**config.mk**
```make
export PLATFORM = sky130hd
export DESIGN_NAME = cprr_top
export DESIGN_NICKNAME = d
export VERILOG_FILES = /design/src/logic/cprr_pkg.sv /design/src/logic/cprr_serial.sv /design/src/logic/cprr_top.sv
export SDC_FILE = /design/constraint.sdc
export NUM_CORES = 1
export LEC_CHECK = 0
export ABC_AREA = 1
export BUFFER_PORTS_ARGS = -buffer_cell sky130_fd_sc_hd__clkbuf_2
export CORE_MARGIN = 5
export CORE_UTILIZATION = 55
export DETAILED_ROUTE_END_ITERATION = 7
export PLACE_DENSITY = 0.8
export SLEW_MARGIN = 20
export SYNTH_ARGS = -nofsm -noshare
export SYNTH_HDL_FRONTEND = slang
export SYNTH_SLANG_ARGS = --single-unit
```
**constraint.sdc**
```tcl
create_clock -name mclk_i -period 2.5 [get_ports mclk_i]
set_input_delay 0.125 -clock mclk_i [delete_from_list [all_inputs] [get_ports mclk_i]]
set_output_delay 0.125 -clock mclk_i [all_outputs]
set_load 0.03 [all_outputs]
```
**src/logic/cprr_pkg.sv**
```systemverilog
// package: constants for the codec power and readback register slice
// assumes: 16-bit serial control words, 7-bit address then 9-bit data

package cprr_pkg;

  // ************************************************************
  // serial frame layout
  // ************************************************************
  localparam int unsigned FRAME_BITS    = 16;
  localparam int unsigned ADDR_W        = 7;
  localparam int unsigned DATA_W        = 9;
  localparam logic [4:0]  FRAME_BITS_C  = 5'h10;
  localparam logic [4:0]  BIT_CNT_MAX   = 5'h1f;

  // ************************************************************
  // register offsets
  // ************************************************************
  localparam logic [6:0] OFS_POWER_DOWN_ONE   = 7'h32;
  localparam logic [6:0] OFS_POWER_DOWN_TWO   = 7'h33;
  localparam logic [6:0] OFS_READBACK_CONTROL = 7'h34;
  localparam logic [6:0] OFS_SOFTWARE_RESET   = 7'h35;

  // ************************************************************
  // reset values
  // ************************************************************
  localparam logic [8:0] RST_POWER_DOWN_ONE   = 9'h07e;
  localparam logic [8:0] RST_POWER_DOWN_TWO   = 9'h03e;
  localparam logic [8:0] RST_READBACK_CONTROL = 9'h000;

  // ************************************************************
  // power_down_one fields
  // ************************************************************
  localparam int unsigned BIT_CHIP_POWER_SAVE = 0;
  localparam int unsigned BIT_ADC_POWER_OFF   = 1;
  localparam int unsigned BIT_DAC_LO          = 2;
  localparam int unsigned BIT_DAC_HI          = 5;
  localparam int unsigned BIT_ALL_DACS_OFF    = 6;

  // ************************************************************
  // power_down_two fields
  // ************************************************************
  localparam int unsigned BIT_OSCILLATOR_OFF     = 0;
  localparam int unsigned BIT_FIRST_PLL_OFF      = 1;
  localparam int unsigned BIT_SECOND_PLL_OFF     = 2;
  localparam int unsigned BIT_CLOCK_RECOVERY_OFF = 3;
  localparam int unsigned BIT_TRANSMITTER_OFF    = 4;
  localparam int unsigned BIT_RECEIVER_OFF       = 5;

  // ************************************************************
  // readback_control fields and selector codes
  // ************************************************************
  localparam int unsigned BIT_SEL_LO              = 0;
  localparam int unsigned BIT_SEL_HI              = 2;
  localparam int unsigned BIT_CONTINUOUS_READBACK = 3;
  localparam int unsigned BIT_READBACK_ENABLE     = 4;
  localparam logic [2:0]  SEL_ERROR               = 3'h0;
  localparam logic [2:0]  SEL_CHAN_FIRST          = 3'h1;
  localparam logic [2:0]  SEL_CHAN_LAST           = 3'h5;
  localparam logic [2:0]  SEL_RX_STATUS           = 3'h6;

  // ************************************************************
  // receiver status layout
  // ************************************************************
  localparam int unsigned BIT_BAND_LO = 4;
  localparam int unsigned BIT_BAND_HI = 5;
  localparam int unsigned BIT_UNLOCK  = 6;
  localparam logic [1:0]  BAND_INVALID = 2'h0;
  localparam logic [1:0]  BAND_96K     = 2'h1;
  localparam logic [1:0]  BAND_48K     = 2'h2;
  localparam logic [1:0]  BAND_32K     = 2'h3;

endpackage

```
**src/logic/cprr_serial.sv**
```systemverilog
// serial control port receiver: synchronises pins, assembles write words
// assumes: serial clock well below a quarter of mclk, latch low frames a word
`timescale 1ns/10ps

module cprr_serial
  import cprr_pkg::*;
(
  // clock and reset
  input  wire logic              mclk_i,
  input  wire logic              nrst_i,
  // serial pins
  input  wire logic              sclk_i,
  input  wire logic              sdin_i,
  input  wire logic              latch_n_i,
  // decoded write
  output logic                   wr_o,
  output logic [ADDR_W-1:0]      wr_addr_o,
  output logic [DATA_W-1:0]      wr_data_o,
  // frame timing
  output logic                   frame_start_o,
  output logic                   sclk_fall_o,
  output logic                   frame_active_o
);

  // ************************************************************
  // pin synchronisers and shift state
  // ************************************************************
  logic [2:0]            sclk_s_r;
  logic [2:0]            latch_s_r;
  logic [1:0]            sdin_s_r;
  logic [FRAME_BITS-1:0] shift_r,  shift_nxt;
  logic [4:0]            cnt_r,    cnt_nxt;
  logic                  wr_r,     wr_nxt;
  logic                  sclk_rise;
  logic                  latch_rise;
  logic                  latch_fall;

  assign sclk_rise      = sclk_s_r[1] & ~sclk_s_r[2];
  assign sclk_fall_o    = ~sclk_s_r[1] & sclk_s_r[2];
  assign latch_rise     = latch_s_r[1] & ~latch_s_r[2];
  assign latch_fall     = ~latch_s_r[1] & latch_s_r[2];
  assign frame_start_o  = latch_fall;
  assign frame_active_o = ~latch_s_r[2];
  assign wr_o           = wr_r;
  assign wr_addr_o      = shift_r[FRAME_BITS-1:DATA_W];
  assign wr_data_o      = shift_r[DATA_W-1:0];

  always_comb begin
    shift_nxt = shift_r;
    cnt_nxt   = cnt_r;
    wr_nxt    = 1'b0;
    if (latch_fall) begin
      cnt_nxt = 5'h00;
    end else if (sclk_rise && !latch_s_r[1]) begin
      shift_nxt = {shift_r[FRAME_BITS-2:0], sdin_s_r[1]};
      if (cnt_r != BIT_CNT_MAX) begin
        cnt_nxt = cnt_r + 5'h01;
      end
    end
    if (latch_rise && cnt_r == FRAME_BITS_C) begin
      wr_nxt = 1'b1;
    end
  end

  always_ff @(posedge mclk_i or negedge nrst_i) begin
    if (!nrst_i) begin
      sclk_s_r  <= 3'h0;
      latch_s_r <= 3'h7;
      sdin_s_r  <= 2'h0;
      shift_r   <= '0;
      cnt_r     <= 5'h00;
      wr_r      <= 1'b0;
    end else begin
      sclk_s_r  <= {sclk_s_r[1:0], sclk_i};
      latch_s_r <= {latch_s_r[1:0], latch_n_i};
      sdin_s_r  <= {sdin_s_r[0], sdin_i};
      shift_r   <= shift_nxt;
      cnt_r     <= cnt_nxt;
      wr_r      <= wr_nxt;
    end
  end

endmodule

```
**src/logic/cprr_top.sv**
```systemverilog
// register slice: power-down controls, readback selector, software reset
// assumes: status inputs come from logic on mclk except the receiver lock
// and band, which arrive from the clock recovery domain and are synchronised
//
// How it works
// receiver band reported at status bits 5:4
// status bit 6 high when receiver unlocked
// bit 0 puts chip in power save, muted
// adc and per-dac off bits, reset high
// bit 6 forces all four dacs off
// oscillator and two plls off bits
// bit 3 powers down clock recovery
// bit 4 disables the transmitter
// bit 5 disables the receiver
// three-bit selector picks readback status register
// bit 3 selects continuous readback
// bit 4 enables readback
// any write to 35h restores defaults
`timescale 1ns/10ps

module cprr_top
  import cprr_pkg::*;
(
  // clock and reset
  input  wire logic        mclk_i,
  input  wire logic        nrst_i,
  // serial control pins
  input  wire logic        sclk_i,
  input  wire logic        sdin_i,
  input  wire logic        latch_n_i,
  output logic             sdo_o,
  output logic             sdo_oe_o,
  // receiver status sources
  input  wire logic [1:0]  rx_band_i,
  input  wire logic        rx_unlock_i,
  input  wire logic [3:0]  rx_flags_i,
  input  wire logic [7:0]  err_status_i,
  input  wire logic [39:0] chan_status_i,
  // power controls
  output logic             chip_power_save_o,
  output logic             mute_o,
  output logic             adc_power_off_o,
  output logic [3:0]       dac_power_off_o,
  output logic             oscillator_off_o,
  output logic             first_pll_off_o,
  output logic             second_pll_off_o,
  output logic             clock_recovery_off_o,
  output logic             transmitter_off_o,
  output logic             receiver_off_o
);

  // ************************************************************
  // serial port
  // ************************************************************
  logic              wr;
  logic [ADDR_W-1:0] wr_addr;
  logic [DATA_W-1:0] wr_data;
  logic              frame_start;
  logic              sclk_fall;
  logic              frame_active;

  cprr_serial u_serial (
    .mclk_i         (mclk_i),
    .nrst_i         (nrst_i),
    .sclk_i         (sclk_i),
    .sdin_i         (sdin_i),
    .latch_n_i      (latch_n_i),
    .wr_o           (wr),
    .wr_addr_o      (wr_addr),
    .wr_data_o      (wr_data),
    .frame_start_o  (frame_start),
    .sclk_fall_o    (sclk_fall),
    .frame_active_o (frame_active)
  );

  // ************************************************************
  // control registers
  // ************************************************************
  logic [8:0] pd1_r,  pd1_nxt;
  logic [8:0] pd2_r,  pd2_nxt;
  logic [8:0] rb_r,   rb_nxt;
  logic       shot_r, shot_nxt;
  logic       soft_rst;
  logic       rb_go;

  assign soft_rst = wr && wr_addr == OFS_SOFTWARE_RESET;

  always_comb begin
    pd1_nxt  = pd1_r;
    pd2_nxt  = pd2_r;
    rb_nxt   = rb_r;
    shot_nxt = shot_r;
    if (rb_go) begin
      shot_nxt = 1'b0;
    end
    if (soft_rst) begin
      pd1_nxt  = RST_POWER_DOWN_ONE;
      pd2_nxt  = RST_POWER_DOWN_TWO;
      rb_nxt   = RST_READBACK_CONTROL;
      shot_nxt = 1'b0;
    end else if (wr && wr_addr == OFS_POWER_DOWN_ONE) begin
      pd1_nxt = wr_data;
    end else if (wr && wr_addr == OFS_POWER_DOWN_TWO) begin
      pd2_nxt = wr_data;
    end else if (wr && wr_addr == OFS_READBACK_CONTROL) begin
      rb_nxt   = wr_data;
      shot_nxt = 1'b1;
    end
  end

  always_ff @(posedge mclk_i or negedge nrst_i) begin
    if (!nrst_i) begin
      pd1_r  <= RST_POWER_DOWN_ONE;
      pd2_r  <= RST_POWER_DOWN_TWO;
      rb_r   <= RST_READBACK_CONTROL;
      shot_r <= 1'b0;
    end else begin
      pd1_r  <= pd1_nxt;
      pd2_r  <= pd2_nxt;
      rb_r   <= rb_nxt;
      shot_r <= shot_nxt;
    end
  end

  // ************************************************************
  // receiver status
  // ************************************************************
  logic [1:0] band_s1_r;
  logic [1:0] band_s2_r;
  logic       unlock_s1_r;
  logic       unlock_s2_r;
  logic [8:0] rx_status;
  logic       rx_unlock;
  logic [1:0] rx_band;

  always_ff @(posedge mclk_i or negedge nrst_i) begin
    if (!nrst_i) begin
      band_s1_r   <= 2'h0;
      band_s2_r   <= 2'h0;
      unlock_s1_r <= 1'b1;
      unlock_s2_r <= 1'b1;
    end else begin
      band_s1_r   <= rx_band_i;
      band_s2_r   <= band_s1_r;
      unlock_s1_r <= rx_unlock_i;
      unlock_s2_r <= unlock_s1_r;
    end
  end

  always_comb begin
    rx_unlock = unlock_s2_r | pd2_r[BIT_CLOCK_RECOVERY_OFF]
              | pd2_r[BIT_RECEIVER_OFF];
    rx_band   = rx_unlock ? BAND_INVALID : band_s2_r;
    rx_status = 9'h000;
    rx_status[BIT_BAND_HI:BIT_BAND_LO] = rx_band;
    rx_status[BIT_UNLOCK]              = rx_unlock;
    rx_status[3:0]                     = rx_flags_i;
  end

  // ************************************************************
  // readback select and shifter
  // ************************************************************
  logic [8:0] status_word;
  logic [8:0] out_sh_r, out_sh_nxt;
  logic       oe_r,     oe_nxt;
  logic [2:0] sel;

  assign sel   = rb_r[BIT_SEL_HI:BIT_SEL_LO];
  assign rb_go = frame_start && rb_r[BIT_READBACK_ENABLE]
                 && (rb_r[BIT_CONTINUOUS_READBACK] || shot_r);

  always_comb begin
    status_word = 9'h000;
    if (sel == SEL_ERROR) begin
      status_word = {1'b0, err_status_i};
    end else if (sel >= SEL_CHAN_FIRST && sel <= SEL_CHAN_LAST) begin
      status_word = {1'b0, chan_status_i[(sel - SEL_CHAN_FIRST) * 8 +: 8]};
    end else if (sel == SEL_RX_STATUS) begin
      status_word = rx_status;
    end
  end

  always_comb begin
    out_sh_nxt = out_sh_r;
    oe_nxt     = oe_r;
    if (rb_go) begin
      out_sh_nxt = status_word;
      oe_nxt     = 1'b1;
    end else if (!frame_active) begin
      oe_nxt = 1'b0;
    end else if (sclk_fall && oe_r) begin
      out_sh_nxt = {out_sh_r[7:0], 1'b0};
    end
  end

  always_ff @(posedge mclk_i or negedge nrst_i) begin
    if (!nrst_i) begin
      out_sh_r <= 9'h000;
      oe_r     <= 1'b0;
    end else begin
      out_sh_r <= out_sh_nxt;
      oe_r     <= oe_nxt;
    end
  end

  assign sdo_o    = out_sh_r[8];
  assign sdo_oe_o = oe_r;

  // ************************************************************
  // power control outputs
  // ************************************************************
  logic       save_r;
  logic       adc_off_r;
  logic [3:0] dac_off_r;
  logic [5:0] pd2_out_r;
  logic       adc_off_nxt;
  logic [3:0] dac_off_nxt;

  always_comb begin
    adc_off_nxt = pd1_r[BIT_ADC_POWER_OFF] | pd1_r[BIT_CHIP_POWER_SAVE];
    dac_off_nxt = pd1_r[BIT_DAC_HI:BIT_DAC_LO];
    if (pd1_r[BIT_ALL_DACS_OFF] || pd1_r[BIT_CHIP_POWER_SAVE]) begin
      dac_off_nxt = 4'hf;
    end
  end

  always_ff @(posedge mclk_i or negedge nrst_i) begin
    if (!nrst_i) begin
      save_r    <= RST_POWER_DOWN_ONE[BIT_CHIP_POWER_SAVE];
      adc_off_r <= RST_POWER_DOWN_ONE[BIT_ADC_POWER_OFF];
      dac_off_r <= RST_POWER_DOWN_ONE[BIT_DAC_HI:BIT_DAC_LO];
      pd2_out_r <= RST_POWER_DOWN_TWO[5:0];
    end else begin
      save_r    <= pd1_r[BIT_CHIP_POWER_SAVE];
      adc_off_r <= adc_off_nxt;
      dac_off_r <= dac_off_nxt;
      pd2_out_r <= pd2_r[5:0];
    end
  end

  assign chip_power_save_o    = save_r;
  assign mute_o               = save_r;
  assign adc_power_off_o      = adc_off_r;
  assign dac_power_off_o      = dac_off_r;
  assign oscillator_off_o     = pd2_out_r[BIT_OSCILLATOR_OFF];
  assign first_pll_off_o      = pd2_out_r[BIT_FIRST_PLL_OFF];
  assign second_pll_off_o     = pd2_out_r[BIT_SECOND_PLL_OFF];
  assign clock_recovery_off_o = pd2_out_r[BIT_CLOCK_RECOVERY_OFF];
  assign transmitter_off_o    = pd2_out_r[BIT_TRANSMITTER_OFF];
  assign receiver_off_o       = pd2_out_r[BIT_RECEIVER_OFF];
endmodule

```
==> impl_metrics.py, run 1 <==
metrics = {
    "outcome": {
        "status": "complete, but fails checks",
        "violations": "negative hold slack",
    },
    "critical_path": {
        "slowest_delay_ps": 390,
        "crit_chain": "inv_2 > ha_1 > ha_1 > nor3_4 > nand2_1 > nand2_1 > nand2_1 > nand2_1 > nand2_1 > a21oi_1",
        "critPathSlowestCell": "dfrtp_1",
        "critPathLaunchType": "register",
        "crit_path_max_fanout": 12,
        "arrival_ps": 2340,
        "cp-startpoint": "rb_r[0]",
        "endpoint_kind": "register",
        "crit_required_ps": 2760,
        "crit_top_cell": "nand2_1",
        "critPathBufInv": 1,
        "r2r_start": "rb_r[0]",
        "worstSetupPathType": "reg -> reg",
        "crit_family": "simple AND/OR/NAND/NOR gates",
    },
    "timing": {
        "fin_crit_sh_pct": 83.2,
        "worst_pin_slew_ps": 941,
        "fin_setup_tns_ps": 0,
        "fin_crit_ps": 2080,
        "fmax_mhz": 481,
        "setup_viol": 0,
        "relSlewSlack_pct": 37.3,
        "slew_viol_final": 0,
        "skew_ps": 12.5,
        "hold_viol": 5,
        "rsz0062_at_grt": "false",
        "whs_ps": -11.7,
    },
    "drt": {
        "num_vias": 3133,
        "firstDrtPassIters": 4,
        "wl_per_cell_um": 12.8,
        "met3WireLength_um": 496,
        "drc": 0,
        "drt-initial-drc-count": 131,
        "detail-route-antenna-nets": 0,
        "dr_wl_met2_um": 3800,
        "routed_via_density": 5.06,
        "wirelength_um": 7900,
        "top_layer": "met4",
        "wl_met1_um": 3520,
    },
    "global_route": {
        "grt_pass1_vias": 3161,
        "grt_pass1_wl_um": 13700,
        "grt.total_usage_pct": 19.7,
        "grt_overflow": 0,
        "antenna_found_initial": 0,
        "grt_max_degree": 78,
    },
    "run": {
        "maxCapViolCount": 0,
    },
    "placed_design": {
        "gp_congestion": 0.876,
        "placed_cell_area_um2": 4100,
        "dp_hpwl_um": 5820,
        "io_buffers": 74,
    },
    "clock_tree": {
        "cts_max_level": 3,
        "clk_pin_slew_ps": 70,
        "cts_made_buffers": 9,
        "cts_resized": 0,
        "clockRootBuffer": "clkbuf_8",
        "cts.sinks": 77,
        "cts_tree": "yes",
        "clock_latency_ps": 340,
        "max-clock-path-buffers": 2,
    },
    "finish": {
        "synthToLayoutAreaGrowth_pct": 17.7,
        "postLayoutCellArea_um2": 4330,
        "drive_above_1_share_pct": 23.6,
        "insertedDiodeCount": 0,
        "layout.nets": 605,
    },
    "worst_hold_path": {
        "min_path_type": "in -> async",
    },
    "synth": {
        "synth_edf_count": 0,
        "synth.top_cell.area_share_pct": 34.7,
        "synth.avg_cell_area_um2": 8.05,
        "synthFlopType": "dfrtp_1",
        "yosys_warnings": 0,
        "synth_common_cells": "nand2_1 (148), inv_1 (60), dfrtp_1 (51), nor2_1 (47), o21ai_0 (32)",
        "netlist_instances": 457,
        "synthesis.nets": 525,
        "synth_cell_types": 28,
        "synthTopCellsByArea": "dfrtp_1 (35%), dfstp_2 (19%), nand2_1 (15%)",
        "ys_ff_latch": 77,
        "synth.yosys.seq_area_share_pct": 53.2,
        "async_flop_share_pct": 100,
        "syn_area_um2": 3680,
        "synth.most_common_cell": "nand2_1",
        "yosysTopAreaCell": "dfrtp_1",
    },
    "power": {
        "power_density_nw_per_um2": 572,
        "p_leak_nw": 2.29,
        "ir_drop_mv": 0.449,
    },
    "floorplan": {
        "num_rows": 29,
        "core-area_um2": 6420,
        "die_area_um2": 8430,
        "initial_utilization_pct": 57.3,
        "die_h_um": 91.8,
        "ios": 75,
        "fp.dieW_um": 91.8,
    },
}
cell families after synthesis:
family / after synthesis / synth area share (%)
flip-flops: 77 / 53.2
buffers and inverters: 77 / 8.43
adder cells (fa/ha/maj): 8 / 2.72
AND/OR/NAND/NOR: 235 / 26.6
multiplexers: 2 / 0.612
AO/OA/AOI/OAI: 58 / 8.43
power breakdown:
part / leakage, nW / internal (mW) / switching, mW
sequential: 0.902 / 1.33 / 0.0526
clock: 0.0940 / 0.390 / 0.441
combinational: 1.29 / 0.104 / 0.161
layer usage:
| metal | up-vias | GRT usage (%) |
|---|---|---|
| li1 | 1584 | - |
| met1 | 1445 | 26.1 |
| met2 | 92 | 32.3 |
| met3 | 12 | 4.50 |
| met4 | 0 | 6.31 |
| met5 | - | 0 |
through the flow:
step	utilization (%)	setup WS, ps	instances	total power, mW	hold slack (ps)
global placement	63.8	499	597	1.65	213
floorplan	-	651	457	1.54	-171
CTS	67.4	388	619	2.50	35.9
finish	67.4	419	619	2.48	-11.7
detailed placement	63.8	403	597	1.66	214
global route	67.4	244	619	2.61	95.3
path summary, 6_finish.rpt:
kind	depth (start not counted)	endpoint	slack [ps]
max	10	out_sh_r[6]	420
min	2	out_sh_r[0]	-10
max reg2reg	10	out_sh_r[6]	420
min reg2reg	0	u_serial.sdin_s_r[1]	350
max in group asynchronous	2	rb_r[0]	1880
min in group mclk_i	5	out_sh_r[7]	110
registers in the layout (all words and copies together), names as in the netlist, 2 cells and up:
signal,cells
u_serial.shift_r,16
pd2_r,6
u_serial.latch_s_r,3
dac_power_off_o,4
pd1_r,7
out_sh_r,9
band_s2_r,2
u_serial.sdin_s_r,2
rb_r,5
band_s1_r,2
u_serial.sclk_s_r,3
pd2_out_r,6
u_serial.cnt_r,5
layout by cell type (no fill, tap or decap), types with 2 or more instances in the layout:
master and instances:
o31ai_1 2, clkinv_2 2, dfrtp_1 51, nand3_1 24, ha_1 8, inv_2 3, mux2_2 2, clkbuf_8 10
buf_4 3, nand2_1 148, clkbuf_2 73, inv_1 60, o22ai_1 3, o21ai_0 32, dlygate4sd3_1 6, nor2_1 47
nor3_4 3, nand4_1 2, a21oi_1 16, dfstp_2 26, nor3_1 8
layout make-up:
| type | count | area, um2 |
|---|---|---|
| inverters | 63 | 236 |
| well taps | 77 | 96.3 |
| multi-input cells | 303 | 1410 |
| clock inverters | 5 | 33.8 |
| flip-flops and latches | 77 | 1960 |
| fillers | 540 | 2090 |
| clock buffers | 11 | 141 |
| repair buffers | 83 | 453 |
worst reg2reg max path, delay by kind of cell, from the launching register on:
kind                       cells  cell delay, ps
AOI/OAI and AO/OA              1             130
and+or+nand+nor                6             680
buffers and inverters          1             190
DFF                            1             390
adders and majority gates      2             610
timing repair:
item	4_1_cts	5_1_grt
endpoints found under the hold margin	6	0
hold buffers	6	0
endpoints found under the setup margin	0	0
setup buffers	0	0
Power figures use the tool's default switching activity.
==> run 2: changes to the inputs <==
ABC_AREA = 0   (was 1)
CORE_UTILIZATION = 54   (was 55)
PLACE_DENSITY = 0.79   (was 0.8)
clock period = 2 ns   (was 2.5 ns; I/O delays follow)
==> impl_metrics.py, run 2 <==
metrics = {
    "clock_tree": {
        "clock_latency_ps": 340,
        "cts_tree": "yes",
        "clk_pin_slew_ps": 80,
        "cts_max_level": 3,
        "clockRootBuffer": "clkbuf_8",
        "cts.sinks": 77,
        "max-clock-path-buffers": 2,
        "cts_made_buffers": 9,
    },
    "critical_path": {
        "cp-startpoint": "u_serial.latch_s_r[2]",
        "r2r_slack_ps": 100,
        "crit_required_ps": 2280,
        "r2r_cells": 5,
        "endpoint_kind": "register",
        "r2r-end": "out_sh_r[3]",
        "critPathLaunchType": "register",
        "r2r_start": "u_serial.latch_s_r[2]",
        "arrival_ps": 2180,
        "cp-endpoint": "out_sh_r[3]",
        "worstSetupPathType": "reg -> reg",
        "crit_path_max_fanout": 20,
    },
    "synth": {
        "synthTopCellsByArea": "dfrtp_1 (36%), dfstp_2 (19%), mux2i_1 (5.6%)",
        "synthesis.nets": 374,
        "synthFlopType": "dfrtp_1",
        "ys_ff_latch": 77,
        "synth.most_common_cell": "dfrtp_1",
        "synth_common_cells": "dfrtp_1 (51), nand2_1 (29), dfstp_2 (26), mux2i_1 (20)",
        "synth.yosys.seq_area_share_pct": 55.2,
        "async_flop_share_pct": 100,
        "synth_edf_count": 0,
        "synth.avg_cell_area_um2": 11.6,
        "netlist_instances": 306,
        "synth_cell_types": 49,
        "syn_area_um2": 3550,
        "yosys_warnings": 0,
        "yosysTopAreaCell": "dfrtp_1",
        "synth.top_cell.area_share_pct": 36.0,
    },
    "drt": {
        "wirelength_um": 7390,
        "num_vias": 2630,
        "detail-route-antenna-nets": 0,
        "routed_via_density": 5.49,
        "wl_per_cell_um": 15.4,
        "firstDrtPassIters": 4,
        "drc": 0,
        "drt-initial-drc-count": 209,
    },
    "global_route": {
        "grt_pass1_wl_um": 12700,
        "grt.total_usage_pct": 18.8,
        "antenna_found_initial": 0,
        "grt_max_degree": 43,
        "grt_pass1_vias": 2661,
        "grt_overflow": 0,
    },
    "timing": {
        "worst_pin_slew_ps": 535,
        "fin_setup_tns_ps": 0,
        "rsz0062_at_grt": "false",
        "setup_slack_ps": 103,
        "fin_crit_sh_pct": 94.9,
        "fmax_mhz": 527,
        "relSlewSlack_pct": 64.4,
        "whs_ps": 119,
        "setup_viol": 0,
        "hold_viol": 0,
        "skew_ps": 5.08,
        "fin_crit_ps": 1900,
        "slew_viol_final": 0,
    },
    "floorplan": {
        "die_area_um2": 8290,
        "core-area_um2": 6390,
        "die_h_um": 91.1,
        "num_rows": 29,
        "fp.dieW_um": 91.1,
        "initial_utilization_pct": 55.5,
        "ios": 75,
    },
    "power": {
        "clockPowerShare_pct": 37.5,
        "p_seq_share_pct": 55.8,
        "p_comb_share_pct": 6.7,
        "intPower_mw": 2.34,
        "switchingPower_mw": 0.673,
        "p_leak_nw": 2.04,
        "ir_drop_mv": 0.682,
        "power_density_nw_per_um2": 689,
        "swShare_pct": 22.3,
    },
    "placed_design": {
        "gp_congestion": 0.883,
        "place_ws_ps": -56.7,
        "io_buffers": 74,
        "dp_hpwl_um": 5360,
    },
    "finish": {
        "post-route-util_pct": 68.5,
        "drive_above_1_share_pct": 38.8,
        "synthToLayoutAreaGrowth_pct": 23.4,
        "reg.largest.list": "u_serial.shift_r (16), out_sh_r (9), pd1_r (7)",
        "top_register": "u_serial.shift_r",
        "insertedDiodeCount": 0,
        "layout.nets": 465,
        "final_common_cell": "clkbuf_2",
        "largest_register_ffs": 16,
        "layout_common_cells": "clkbuf_2 (73), dfrtp_1 (51), nand2_1 (29)",
    },
    "outcome": {
        "status": "finished, final reports clean",
    },
    "worst_hold_path": {
        "min_path_type": "in -> reg",
    },
    "run": {
        "maxCapViolCount": 0,
    },
}
[run 2: metrics by stage]
stage                     instance area (um2)  total power [mW]  std cells
final                                    4380              3.01        479
after global placement                   4060              1.89        454
after global routing                     4380              3.16        479
after detailed placement                 4060              1.90        454
after floorplan                          3570              1.77        306
after CTS                                4340              3.05        479
[run 2: logic make-up (layout without fill, tap and decap cells)]
| kind of cell | Yosys count | in the layout | share of synthesized area (%) |
|---|---|---|---|
| flops | 77 | 77 | 55.2 |
| buf+inv | 25 | 121 | 3.21 |
| simple gates | 92 | 92 | 14.2 |
| xor+xnor | 3 | 3 | 0.741 |
| compound gates | 64 | 64 | 12.1 |
| fa+ha+maj | 8 | 8 | 2.82 |
| mux | 37 | 37 | 11.7 |
[run 2: worst max-delay path, cell delays in order, from the launching register on]
cell and delay (ps):
dfstp_2 600, and2b_2 230, o211ai_1 220, buf_12 230, a2111oi_2 380, o22a_1 180
[run 2: timing repair]
item / 4_1_cts / 5_1_grt
gates resized for setup: 1 / 7
pin swaps: 1 / 3
buffers inserted: 2 / 0
setup endpoints to repair: 2 / 7
hold buffers: 7 / 0
hold endpoints to repair: 39 / 0
cloned: 0 / 0
[run 2: power by group through the flow]
stage	clock (mW)	combinational, mW	sequential [mW]
6_report	1.13	0.203	1.68
5_1_grt	1.24	0.232	1.69
4_1_cts	1.17	0.206	1.68
3_5_place_dp	0	0.194	1.71
3_3_place_gp	0	0.187	1.70
2_1_floorplan	0	0.0847	1.69
[run 2: cell type report]
cell class	instances	area, um2
Tap cell	77	96.3
Multi-Input combinational cell	204	1520
Fill cell	481	2010
Timing Repair Buffer	94	566
Inverter	11	41.3
Clock buffer	12	145
Clock inverter	4	48.8
Sequential cell	77	1960
[run 2: worst min-delay path by stage]
stage / start / to / slack [ps] / cells after the start
after global routing: rx_flags_i[0] / out_sh_r[0] / 130 / 4
after floorplan: nrst_i / band_s1_r[0] / -200 / 0
after CTS: rx_flags_i[0] / out_sh_r[0] / 100 / 4
after global placement: nrst_i / u_serial.sclk_s_r[0] / 110 / 1
after detailed placement: nrst_i / u_serial.sclk_s_r[0] / 120 / 1
final: rx_flags_i[0] / out_sh_r[0] / 120 / 4
[run 2: layer usage]
metal | global-route usage (%) | part of all wire [%] | wire length, um
met5 | 0 | 0 | 0
met4 | 4.77 | 0.70 | 52
met3 | 6.45 | 6.5 | 477
met2 | 29.1 | 48 | 3540
met1 | 25.5 | 45 | 3310
==> run 3: changes to the inputs <==
BUFFER_PORTS_ARGS = not set   (was -buffer_cell sky130_fd_sc_hd__clkbuf_2)
CORE_UTILIZATION = 60   (was 54)
CTS_CLUSTER_DIAMETER = 40   (was not set)
DONT_BUFFER_PORTS = 1   (was not set)
PLACE_DENSITY = 0.76   (was 0.79)
==> impl_metrics.py, run 3 (synthesized netlist as in run 2, its figures left out) <==
metrics = {
    "timing": {
        "slew_viol_final": 0,
        "skew_ps": 6.28,
        "fin_crit_sh_pct": 92.9,
        "fmax_mhz": 538,
        "fin_crit_ps": 1860,
        "worst_pin_slew_ps": 538,
        "whs_ps": 20.9,
        "hold_viol": 0,
        "rsz0062_at_grt": "false",
        "setup_viol": 0,
        "relSlewSlack_pct": 64.2,
        "fin_setup_tns_ps": 0,
    },
    "clock_tree": {
        "cts_max_level": 3,
        "cts_made_buffers": 9,
        "clockRootBuffer": "clkbuf_8",
        "max-clock-path-buffers": 2,
        "clk_pin_slew_ps": 80,
        "clock_latency_ps": 350,
        "cts_tree": "yes",
        "cts.sinks": 77,
    },
    "global_route": {
        "grt_pass1_vias": 2440,
        "grt_pass1_wl_um": 11700,
        "grt_overflow": 0,
        "grt.total_usage_pct": 20.1,
        "antenna_found_initial": 0,
        "grt_max_degree": 78,
    },
    "finish": {
        "fillers": 400,
        "postLayoutCellArea_um2": 4060,
        "layout_common_cells": "dfrtp_1 (51), nand2_1 (29), dfstp_2 (26)",
        "top_register": "u_serial.shift_r",
        "synthToLayoutAreaGrowth_pct": 14.5,
        "layout.nets": 394,
        "insertedDiodeCount": 0,
        "post-route-util_pct": 69.4,
        "final_common_cell": "dfrtp_1",
        "largest_register_ffs": 16,
        "drive_above_1_share_pct": 26.6,
        "reg.largest.list": "u_serial.shift_r (16), out_sh_r (9), pd1_r (7)",
    },
    "critical_path": {
        "crit_top_cell": "ha_4",
        "worstSetupPathType": "reg -> reg",
        "critPathSlowestCell": "dfrtp_1",
        "crit_chain": "inv_1 > ha_4 > ha_4 > nor3b_4 > a21oi_1 > a2111oi_1 > o22a_1",
        "critPathLaunchType": "register",
        "slowest_delay_ps": 350,
        "crit_path_max_fanout": 6,
        "crit_required_ps": 2290,
        "endpoint_kind": "register",
        "arrival_ps": 2150,
    },
    "floorplan": {
        "ios": 75,
        "die_area_um2": 7550,
        "fp.dieW_um": 86.9,
        "die_h_um": 86.9,
        "core-area_um2": 5850,
        "initial_utilization_pct": 60.6,
        "num_rows": 28,
    },
    "power": {
        "power_density_nw_per_um2": 758,
        "ir_drop_mv": 0.682,
        "p_leak_nw": 1.76,
    },
    "drt": {
        "drt-initial-drc-count": 98,
        "detail-route-antenna-nets": 0,
        "drc": 0,
        "wl_per_cell_um": 17.4,
        "routed_via_density": 5.89,
        "wirelength_um": 7070,
        "firstDrtPassIters": 4,
        "num_vias": 2393,
    },
    "placed_design": {
        "gp_congestion": 0.824,
        "dp_hpwl_um": 4930,
        "placed_cell_area_um2": 3700,
        "io_buffers": 0,
    },
    "worst_hold_path": {
        "min_path_type": "in -> reg",
    },
    "outcome": {
        "status": "finished, final reports clean",
    },
    "run": {
        "maxCapViolCount": 0,
    },
}
[run 3: per-layer routing]
metal | wire length, um | GRT usage (%) | vias up
met1 | 3120 | 26.3 | 1185
met5 | 0 | 0 | -
met3 | 463 | 6.34 | 11
li1 | - | - | 1136
met2 | 3360 | 30.9 | 61
met4 | 130 | 8.36 | 0
[run 3: metrics by stage]
step	std cells	worst slack (ps)	total power [mW]
2_1_floorplan	306	25.7	1.77
6_report	406	143	3.08
5_1_grt	406	0.857	3.22
3_5_place_dp	381	24.7	1.81
3_3_place_gp	381	99.8	1.81
4_1_cts	405	21.2	3.11
[run 3: final cells by class]
| type | instances | area [um2] | area share [%] |
|---|---|---|---|
| Tap cell | 75 | 93.8 | 2.31 |
| Multi-Input combinational cell | 204 | 1530 | 37.6 |
| Inverter | 11 | 41.3 | 1.02 |
| Clock inverter | 5 | 66.3 | 1.63 |
| Clock buffer | 11 | 151 | 3.73 |
| Timing Repair Buffer | 23 | 223 | 5.49 |
| Sequential cell | 77 | 1960 | 48.3 |
[run 3: what timing repair did]
action | 4_1_cts | 5_1_grt
setup endpoints to repair | 1 | 8
gates resized for setup | 1 | 8
hold buffers | 8 | 0
pin swaps | 0 | 1
buffers inserted | 0 | 1
endpoints found under the hold margin | 83 | 0
cloned | 0 | 0
[run 3: worst max-delay path: cells and delay by family, from the launching register on]
family	cells	cell delay [ps]
compound gates	3	610
fa+ha+maj	2	490
flops	1	350
simple gates	1	250
buf+inv	1	90
[run 3: path summary, 6_finish.rpt]
check                                     start                     to  slack, ps  cells after the start
min                               rx_flags_i[1]            out_sh_r[1]         20                      3
min in group asynchronous                nrst_i                rb_r[2]        320                      2
max reg2reg                             rb_r[1]            out_sh_r[2]        140                      7
max                                     rb_r[1]            out_sh_r[2]        140                      7
max in group asynchronous                nrst_i  u_serial.latch_s_r[2]       1350                      2
min reg2reg                u_serial.sdin_s_r[0]   u_serial.sdin_s_r[1]        350                      0
[run 3: power breakdown]
| group | switching (mW) | total [mW] | internal (mW) |
|---|---|---|---|
| clock network | 0.584 | 1.24 | 0.660 |
| registers | 0.0634 | 1.68 | 1.62 |
| logic | 0.0768 | 0.150 | 0.0734 |
| total | 0.724 | 3.08 | 2.35 |
